File: src/include/craf_pkg.sv
// constants, carrier structs and state type for the can receive acceptance filter
package craf_pkg;

	localparam int          NUM_BANKS     = 14;
	localparam int          ADDR_W        = 12;
	localparam int          IDX_W         = 8;

	// register byte offsets
	localparam logic [11:0] OFF_CTRL      = 12'h200;
	localparam logic [11:0] OFF_MODE      = 12'h204;
	localparam logic [11:0] OFF_WIDTH     = 12'h20c;
	localparam logic [11:0] OFF_FIFO      = 12'h214;
	localparam logic [11:0] OFF_ACT       = 12'h21c;
	localparam logic [11:0] OFF_BANK_BASE = 12'h240;
	localparam logic [11:0] OFF_BANK_LAST = 12'h2ac;
	localparam int          BANK_SHIFT    = 3;
	localparam int          WORD_SEL_BIT  = 2;

	// field positions and reset values
	localparam int          CFG_STATE_BIT = 0;
	localparam logic        CFG_STATE_RST = 1'b1;
	localparam logic [13:0] BANK_CFG_RST  = 14'h0000;
	localparam logic [31:0] WORD_RST      = 32'h0000_0000;
	localparam int          HALF_W        = 16;

	// filter numbers consumed per bank
	localparam logic [2:0]  CNT_32_MASK   = 3'h1;
	localparam logic [2:0]  CNT_32_LIST   = 3'h2;
	localparam logic [2:0]  CNT_16_MASK   = 3'h2;
	localparam logic [2:0]  CNT_16_LIST   = 3'h4;

	// ranking of filter kinds, higher wins
	localparam logic [1:0]  RANK_32_LIST  = 2'h3;
	localparam logic [1:0]  RANK_32_MASK  = 2'h2;
	localparam logic [1:0]  RANK_16_LIST  = 2'h1;
	localparam logic [1:0]  RANK_16_MASK  = 2'h0;

	typedef struct packed {
		logic              psel;
		logic              penable;
		logic              pwrite;
		logic [ADDR_W-1:0] paddr;
		logic [31:0]       pwdata;
	} craf_apb_req_t;

	typedef struct packed {
		logic        pready;
		logic        pslverr;
		logic [31:0] prdata;
	} craf_apb_rsp_t;

	typedef struct packed {
		logic        valid;
		logic        ext;   // identifier_type: 1 = extended
		logic        rtr;
		logic [28:0] id;    // standard id sits in id[10:0]
	} craf_frame_t;

	typedef struct packed {
		logic             accept;
		logic             drop;
		logic             fifo;
		logic [IDX_W-1:0] match_index;
	} craf_result_t;

	typedef struct packed {
		logic                            cfg_state;
		logic [NUM_BANKS-1:0]            mode;
		logic [NUM_BANKS-1:0]            width;
		logic [NUM_BANKS-1:0]            fifo;
		logic [NUM_BANKS-1:0]            act;
		logic [NUM_BANKS-1:0][31:0]      word_one;
		logic [NUM_BANKS-1:0][31:0]      word_two;
		craf_apb_rsp_t                   rsp;
		craf_result_t                    res;
	} craf_state_t;

endpackage

File: src/core/craf_filter.sv
// can receive acceptance filter: 14 banks, apb register slave, match index out
// Functional notes
// - fourteen banks, two programmable 32-bit words each
// - width bit picks one 32 or two 16
// - 32-bit word: id, ext id, type, rtr, zero
// - 16-bit half: std id, rtr, type, eid17:15
// - mode bit picks mask or list mode
// - mask compares set bits; list needs exact
// - 32 mask: word one id, word two mask
// - 32 list: both words exact identifiers
// - 16 mask: low half id, high half mask
// - 16 list: four halves, filters n..n+3
// - matching filter number reported, eight bits
// - inactive banks still consume filter numbers
// - 32-bit match beats 16-bit match
// - same width: list beats mask
// - same width and mode: lowest bank wins, then lowest filter in that bank
// - accepted to bank fifo; others silently dropped
// - per-bank fifo select bit
// - only active banks can match
// - mode, width, fifo writes only in config state; bank words also while bank inactive; ctrl and act any time
// - standard and extended identifiers both handled
`timescale 1ns/1ps
module craf_filter (
	input  wire logic                   clock_i,   // 125 mhz clock
	input  wire logic                   rst_n_i,   // async reset, active low
	input  wire craf_pkg::craf_apb_req_t apb_i,    // apb request
	output logic                        pready_o,  // apb ready
	output logic                        pslverr_o, // apb error, unmapped address
	output logic [31:0]                 prdata_o,  // apb read data
	input  wire craf_pkg::craf_frame_t  frame_i,   // decoded frame identifier
	output craf_pkg::craf_result_t      result_o   // accept or drop decision
);
	import craf_pkg::*;

	logic [1:0]  rst_sync_r;
	logic        rst_n;
	craf_state_t s_r;
	craf_state_t s_nxt;

	// per-bank match results
	logic [NUM_BANKS-1:0][3:0] bank_hit;
	logic [NUM_BANKS-1:0][2:0] bank_cnt;
	logic [NUM_BANKS-1:0][1:0] bank_rank;

	// frame words in filter layout
	logic [31:0] frame32;
	logic [15:0] frame16;
	logic [10:0] frame_sid;
	logic [2:0]  frame_eid_hi;

	// register access decode
	logic                 acc_setup;
	logic                 acc_done;
	logic                 addr_bank;
	logic [ADDR_W-1:0]    bank_off;
	logic [3:0]           bank_sel;
	logic                 word_sel;
	logic                 addr_ok;
	logic [31:0]          rd_data;

	// priority scan
	logic [IDX_W-1:0]     base_cnt0;
	logic [IDX_W-1:0]     base_cnt1;
	logic [IDX_W-1:0]     bank_base;
	logic                 found;
	logic [1:0]           best_rank;
	logic                 best_fifo;
	logic [IDX_W-1:0]     best_idx;

	// reset release through two flops
	always_ff @(posedge clock_i or negedge rst_n_i) begin
		if (!rst_n_i) begin
			rst_sync_r <= 2'h0;
		end else begin
			rst_sync_r <= {rst_sync_r[0], 1'b1};
		end
	end
	assign rst_n = rst_sync_r[1];

	// frame identifier mapped to both layouts
	always_comb begin
		frame_sid    = frame_i.ext ? frame_i.id[28:18] : frame_i.id[10:0];
		frame_eid_hi = frame_i.ext ? frame_i.id[17:15] : 3'h0;
		frame32      = frame_i.ext ? {frame_i.id[28:0], 1'b1, frame_i.rtr, 1'b0}
		                           : {frame_i.id[10:0], 18'h0, 1'b0, frame_i.rtr, 1'b0};
		frame16      = {frame_sid, frame_i.rtr, frame_i.ext, frame_eid_hi};
	end

	genvar b;
	generate
		for (b = 0; b < NUM_BANKS; b++) begin : g_bank
			logic [31:0] w1;
			logic [31:0] w2;
			logic [3:0]  raw;
			assign w1 = s_r.word_one[b];
			assign w2 = s_r.word_two[b];
			always_comb begin
				raw = 4'h0;
				unique case ({s_r.width[b], s_r.mode[b]})
					2'b10: begin
						raw[0] = ((frame32 ^ w1) & w2) == 32'h0;
					end
					2'b11: begin
						raw[0] = frame32 == w1;
						raw[1] = frame32 == w2;
					end
					2'b00: begin
						raw[0] = ((frame16 ^ w1[HALF_W-1:0]) & w1[31:HALF_W]) == 16'h0;
						raw[1] = ((frame16 ^ w2[HALF_W-1:0]) & w2[31:HALF_W]) == 16'h0;
					end
					2'b01: begin
						raw[0] = frame16 == w1[HALF_W-1:0];
						raw[1] = frame16 == w1[31:HALF_W];
						raw[2] = frame16 == w2[HALF_W-1:0];
						raw[3] = frame16 == w2[31:HALF_W];
					end
				endcase
			end
			assign bank_hit[b]  = s_r.act[b] ? raw : 4'h0;
			assign bank_cnt[b]  = s_r.width[b] ? (s_r.mode[b] ? CNT_32_LIST : CNT_32_MASK)
			                                   : (s_r.mode[b] ? CNT_16_LIST : CNT_16_MASK);
			assign bank_rank[b] = s_r.width[b] ? (s_r.mode[b] ? RANK_32_LIST : RANK_32_MASK)
			                                   : (s_r.mode[b] ? RANK_16_LIST : RANK_16_MASK);
		end
	endgenerate

	// pick the winning filter and its number
	always_comb begin
		base_cnt0 = '0;
		base_cnt1 = '0;
		bank_base = '0;
		found     = 1'b0;
		best_rank = RANK_16_MASK;
		best_fifo = 1'b0;
		best_idx  = '0;
		for (int i = 0; i < NUM_BANKS; i++) begin
			bank_base = s_r.fifo[i] ? base_cnt1 : base_cnt0;
			for (int k = 0; k < 4; k++) begin
				// strict compare keeps the filter met first in bank order on ties
				if (bank_hit[i][k] && (!found || bank_rank[i] > best_rank)) begin
					found     = 1'b1;
					best_rank = bank_rank[i];
					best_fifo = s_r.fifo[i];
					best_idx  = bank_base + IDX_W'(k);
				end
			end
			// counted whether or not the bank is active
			if (s_r.fifo[i]) begin
				base_cnt1 = base_cnt1 + IDX_W'(bank_cnt[i]);
			end else begin
				base_cnt0 = base_cnt0 + IDX_W'(bank_cnt[i]);
			end
		end
	end

	// apb address decode and read mux
	always_comb begin
		acc_setup = apb_i.psel && !apb_i.penable;
		acc_done  = apb_i.psel && apb_i.penable && s_r.rsp.pready;
		addr_bank = (apb_i.paddr >= OFF_BANK_BASE) && (apb_i.paddr <= OFF_BANK_LAST)
		            && (apb_i.paddr[1:0] == 2'h0);
		bank_off  = apb_i.paddr - OFF_BANK_BASE;
		bank_sel  = bank_off[BANK_SHIFT+3:BANK_SHIFT];
		word_sel  = apb_i.paddr[WORD_SEL_BIT];
		rd_data   = 32'h0;
		addr_ok   = 1'b1;
		if (addr_bank) begin
			rd_data = word_sel ? s_r.word_two[bank_sel] : s_r.word_one[bank_sel];
		end else begin
			unique case (apb_i.paddr)
				OFF_CTRL:  rd_data[CFG_STATE_BIT] = s_r.cfg_state;
				OFF_MODE:  rd_data[NUM_BANKS-1:0] = s_r.mode;
				OFF_WIDTH: rd_data[NUM_BANKS-1:0] = s_r.width;
				OFF_FIFO:  rd_data[NUM_BANKS-1:0] = s_r.fifo;
				OFF_ACT:   rd_data[NUM_BANKS-1:0] = s_r.act;
				default:   addr_ok = 1'b0;
			endcase
		end
	end

	// next state: register writes, apb answer, filter result
	always_comb begin
		s_nxt     = s_r;
		s_nxt.res = '0;
		if (acc_setup) begin
			s_nxt.rsp.pready  = 1'b1;
			s_nxt.rsp.pslverr = !addr_ok;
			s_nxt.rsp.prdata  = rd_data;
		end else if (acc_done) begin
			s_nxt.rsp = '0;
		end
		if (acc_done && apb_i.pwrite && addr_ok) begin
			if (addr_bank) begin
				// words locked while their bank is active and cfg_state is clear
				if (s_r.cfg_state || !s_r.act[bank_sel]) begin
					if (word_sel) begin
						s_nxt.word_two[bank_sel] = apb_i.pwdata;
					end else begin
						s_nxt.word_one[bank_sel] = apb_i.pwdata;
					end
				end
			end else begin
				unique case (apb_i.paddr)
					OFF_CTRL: s_nxt.cfg_state = apb_i.pwdata[CFG_STATE_BIT];
					OFF_MODE: begin
						if (s_r.cfg_state) begin
							s_nxt.mode = apb_i.pwdata[NUM_BANKS-1:0];
						end
					end
					OFF_WIDTH: begin
						if (s_r.cfg_state) begin
							s_nxt.width = apb_i.pwdata[NUM_BANKS-1:0];
						end
					end
					OFF_FIFO: begin
						if (s_r.cfg_state) begin
							s_nxt.fifo = apb_i.pwdata[NUM_BANKS-1:0];
						end
					end
					OFF_ACT:  s_nxt.act = apb_i.pwdata[NUM_BANKS-1:0];
					default:  s_nxt.act = s_r.act;
				endcase
			end
		end
		if (frame_i.valid) begin
			s_nxt.res.accept      = found;
			s_nxt.res.drop        = !found;
			s_nxt.res.fifo        = found && best_fifo;
			s_nxt.res.match_index = found ? best_idx : '0;
		end
	end

	always_ff @(posedge clock_i or negedge rst_n) begin
		if (!rst_n) begin
			s_r           <= '0;
			s_r.cfg_state <= CFG_STATE_RST;
			s_r.mode      <= BANK_CFG_RST;
			s_r.width     <= BANK_CFG_RST;
			s_r.fifo      <= BANK_CFG_RST;
			s_r.act       <= BANK_CFG_RST;
		end else begin
			s_r <= s_nxt;
		end
	end

	assign pready_o  = s_r.rsp.pready;
	assign pslverr_o = s_r.rsp.pslverr;
	assign prdata_o  = s_r.rsp.prdata;
	assign result_o  = s_r.res;

endmodule

File: config.mk
export PLATFORM = sky130hd
export DESIGN_NAME = craf_filter
export DESIGN_NICKNAME = d
export VERILOG_FILES = /design/src/include/craf_pkg.sv /design/src/core/craf_filter.sv
export SDC_FILE = /design/constraint.sdc
export NUM_CORES = 2
export LEC_CHECK = 0
export BUFFER_PORTS_ARGS = -buffer_cell sky130_fd_sc_hd__buf_2
export CELL_PAD_IN_SITES_DETAIL_PLACEMENT = 0
export CELL_PAD_IN_SITES_GLOBAL_PLACEMENT = 1
export CORE_MARGIN = 5
export CORE_UTILIZATION = 25
export CTS_BUF_LIST = sky130_fd_sc_hd__clkbuf_2
export DETAILED_ROUTE_END_ITERATION = 12
export PLACE_DENSITY = 0.55
export SYNTH_ARGS = -nofsm -noshare
export SYNTH_HDL_FRONTEND = slang
export SYNTH_SLANG_ARGS = --single-unit
File: constraint.sdc
create_clock -name clock_i -period 40 [get_ports clock_i]
set_clock_uncertainty 0.05 [all_clocks]
set_input_delay 6 -clock clock_i [delete_from_list [all_inputs] [get_ports clock_i]]
set_output_delay 6 -clock clock_i [all_outputs]
set_load 0.005 [all_outputs]
Word level (Yosys, flattened, before mapping)
Index checks and enable logic that the tools add are counted.
{"block": "totals", "reg_bits": 1000, "out_inout_bits": 45, "elab_cells": 1048}
{"block": "op_classes", "n_addsub": 64, "magnitude_cmp": 59, "eq_ne": 131, "muxes": 422, "bitwise": 86, "reduce_logical": 245}
{"op": "$bwmux 448", "n": 2}
{"op": "$eq 16x16->1", "n": 56}
{"op": "$eq 32x32->1", "n": 28}
{"op": "$mux 8", "n": 92}
{"op": "$and 16x16->16", "n": 28}
{"op": "$and 32x32->32", "n": 14}
{"op": "$logic_not 16->1", "n": 28}
{"op": "$logic_not 32->1", "n": 14}
{"op": "$xor 16x16->16", "n": 28}
{"op": "$xor 32x32->32", "n": 14}
{"op": "$bmux 32 s4", "n": 2}
{"op": "$add 8x2->8 const B", "n": 26}
{"op": "$add 8x3->8", "n": 24}
{"op": "$mux 2", "n": 96}
{"op": "$mux 32", "n": 5}
{"op": "$mux 1", "n": 144}
{"op": "$demux 32 s4", "n": 1}
{"op": "$gt 2x2->1", "n": 55}
{"op": "$add 8x1->8 const B", "n": 13}
{"op": "$mux 3", "n": 29}
{"op": "$mux 34", "n": 2}
{"op": "$logic_and 1x1->1", "n": 64}
{"op": "$eq 12x10->1 const B", "n": 5}
{"op": "$logic_not 1->1", "n": 59}
{"op": "23 further kinds", "n": 178}

Logic depth before layout (Yosys ltp)
{"block": "depth", "ltp_word": 229, "mapped_depth": 379, "mapped_depth_nobuf": 353}

Worst setup path before layout
No wires, ideal clock.
{"block": "synth_path", "kind": "input -> register", "startpoint": "in frame_i[30] (netlist name)", "endpoint": "reg s_r, in the netlist result_o[0]", "setup_time_ps": 67, "arrival_ps": 76800, "t_required_ps": 39883, "slack_ps": -36916, "stages": 361, "path_cell_list": "buf_6 buf_6 buf_2 clkbuf_1 nand2_1 xnor2_1 a22oi_1 nand4_1 o41ai_1 o311ai_2 a31oi_1 ha_1 nor2_1 o21ai_0 and2_1 or2_2 mux2_2 ha_1 (+325 left out) nor2_1 nand2_1 a31oi_2 nand2b_1 mux2_2 ha_1 a21oi_1 o21bai_1 clkbuf_1 nand2b_1 ha_1 nor2b_1 o21ai_0 a21oi_1 clkbuf_1 nor3_1 a311oi_1 o311a_1"}
{"item": "start, declared", "line_no": "craf_filter.sv:31", "source": "input wire craf_pkg::craf_frame_t frame_i,"}
{"item": "end signal, assigned", "line_no": "craf_filter.sv:243", "source": "s_r <= s_nxt;"}
{"item": "end, declared", "line_no": "craf_filter.sv:38", "source": "craf_state_t s_r;"}

==> results.cfg <==
[sta]
report.final.setup_viol = 9
rsz0062_at_grt = true
final_max_slew_viol_count = 0
min_period_ps = 63460
final_hold_viol_count = 0
fin_crit_sh = 1.59
relSlewSlack = 0.0623
timing.final.ws_setup_ps = -23460
tightest_slew_ps = 1370
timing.fmax_mhz = 15.8

[synthesis]
ys_ff_latch = 1000
yosys-top-cells-count = xnor2_1 (1332), mux2_2 (1011), dfrtp_1 (999)
synthCells = 9708
async_reset_ff_frac = 1.00
ys_seq_area_frac = 0.277
synth_edf_count = 0
netlist_top_cells_area = dfrtp_1 (28%), xnor2_1 (13%), mux2_2 (13%)
yosys.area.top_type_share = 0.277
syn_area_per_cell_um2 = 9.30
synth_flop_cell = dfrtp_1
yosys_warnings = 0
ys_types = 131
synth_nets = 10100
synth_most_common_cell = xnor2_1
yosysTopAreaCell = dfrtp_1
syn_area_um2 = 90300

[route]
postRouteAntennaNets = 0
drcViolationCount = 0
vias = 95200
avgViaCountPerCell = 5.85
drt_iter0_drc = 12400
wirelength_um = 597000
wire_per_inst_um = 36.6
drt_first_pass_iters = 7

[placed_design]
hpwl_um = 449000
placedCellCount = 15600
dp_slack_ps = -27200
globalplace.congestion = 1.06
port_buffers = 125
place_area_um2 = 109000

[floorplanning]
io_pins = 126
initial_core_util = 0.251
die_width_um = 611
dieArea_um2 = 373000
dieHeight_um = 611
row_count = 220
core_area_um2 = 359000

[pwr]
clkPwrFrac = 0.371
power_switching_mw = 0.868
power_mw = 2.34
p_per_area_nw_per_um2 = 20.5
cellLeakagePower_nw = 48.8
swShare = 0.371
sequentialPowerShare = 0.433
pwr-share-comb = 0.196
internal_power_mw = 1.47
ir_drop_mv = 0.0213

[setup_path]
cpPeakStageDelay_ps = 520
required_ps = 41490
crit_fanout = 18
crit_top_cell = ha_4
ff2ff_setup_slack_ps = -19430
reg2reg_to = result_o[7]
rr_worst_depth = 341
crit_arrival_ps = 64940
rr_startpoint = s_r[984]
worstSetupStartpointType = primary input
endpoint_kind = flop
slowest_stage = o32ai_1
critPathKind = primary input to flop

[outcome]
status = finished with violations
violations = setup timing

[finish]
area_growth_pct = 26.3
fin_cells = 16300
regArea_um2 = 25000
nFillCells = 37800
multi_input_area_um2 = 63900
drive_gt1_frac = 0.365
nets = 11600
design_area_um2 = 114000

[cts]
tritoncts = yes
clock_latency_ps = 1880
ctsLongestPathBuffers = 4
clkTransAtPathRegs_ps = 120
cts_hold_buf = 0
cts_root_buf = clkbuf_2
clock_sinks = 1000
cts.htree.levels = 5
numCtsBuffers = 298

[global_routing]
antenna_found_initial = 95
grt_max_degree = 152
grt_pass1_vias = 90700
gr-total-overflow = 0
grt_pass1_wl_um = 798000
grt_use_total = 0.306

[run]
max_cap_viol_count = 0

[hold_path]
worstHoldPathType = flop to asynchronous set/reset pin
-- power by group through the flow --
stage	clock [mW]	sequential, mW	combinational [mW]
final	0.867	1.01	0.457
after global routing	0.921	1.01	0.461
after CTS	0.879	1.01	0.436
after detailed placement	0	1.03	0.434
after global placement	0	1.03	0.434
after floorplan	0	1.05	0.203
-- cells in the final DEF, fill, tap and decap left out, types with 41 or more instances in the layout --
cell type and count:
nor4_1 255, nand4_1 227, xnor2_1 1325, mux2i_1 133, nand2b_1 77, a31oi_1 81, nor2b_1 55, dfrtp_1 998
or4_1 45, a22o_1 69, xor2_1 239, ha_1 205, a21oi_1 275, nor2_4 42, a221oi_1 146, a21o_1 43
buf_4 1882, clkbuf_2 408, nor2_1 461, ha_4 41, inv_1 202, a22oi_1 153, nand3_1 190, mux2_2 980
clkinv_1 59, buf_2 102, mux4_2 214, nor3_1 174, nand2_1 757, a211oi_1 61, diode_2 60, o21ai_0 304
-- critical path: cells and delay by family --
family,cells,cell delay (ps)
AOI/OAI and AO/OA,122,16770
adders and majority gates,59,15990
and+or+nand+nor,108,12940
muxes,34,10720
buffers and inverters,20,2260
xor gates and xnor gates,1,110
-- area by class of cell --
class,count,share of cell area
antenna,60,0.00132
clock buffer,408,0.0179
clock inverter,90,0.00489
inverter,217,0.00721
multi-input combinational,7697,0.560
sequential,1000,0.219
tap,4773,0.0524
timing repair buffer,2039,0.137
-- how the worst max path moves through the flow --
stage / start / slack (ps) / end
after CTS: frame_i[30] / -24450 / result_o[7]
final: frame_i[30] / -23460 / result_o[7]
after detailed placement: frame_i[30] / -27200 / result_o[7]
after floorplan: frame_i[30] / -29500 / result_o[7]
after global routing: frame_i[30] / -25720 / result_o[7]
after global placement: frame_i[30] / -26580 / result_o[7]
-- metrics by stage --
| step | TNS (ps) | util | hold slack (ps) |
|---|---|---|---|
| finish | -210050 | 0.317 | 160 |
| detailed placement | -243800 | 0.304 | 290 |
| global placement | -237970 | 0.304 | 287 |
| floorplan | -264450 | - | 281 |
| global route | -230560 | 0.317 | 313 |
| CTS | -219060 | 0.312 | 265 |
-- state kept, by name, indices dropped and copies added (netlist names) --
name / flops
result_o: 11
s_r: 57
g_bank.w1: 448
pready_o: 1
g_bank.w2: 448
prdata_o: 32
pslverr_o: 1
rst_sync_r: 2
-- logic make-up (layout without fill, tap and decap cells) --
group                      Yosys count  in the layout  share of synthesized area
muxes                             1377           1377                      0.197
xor gates and xnor gates          1571           1571                      0.152
and+or+nand+nor                   2717           2717                      0.152
adders and majority gates          284            284                     0.0410
buffers and inverters             1011           2754                     0.0456
AOI/OAI and AO/OA                 1747           1747                      0.135
other                                1             61                  0.0000415
DFF                               1000           1000                      0.277
-- metal layers --
metal | global-route usage | part of all wire
met2 | 0.446 | 0.41
met3 | 0.0814 | 0.10
met4 | 0.206 | 0.081
met5 | 0 | 0.00059
met1 | 0.395 | 0.40
-- repair_timing --
action | in CTS | in global routing
gates resized for setup | 33 | 194
cloned | 0 | 2
setup endpoints to repair | 9 | 9
buffers inserted | 42 | 86
pin swaps | 60 | 247
(Power assumes the default switching activity.)
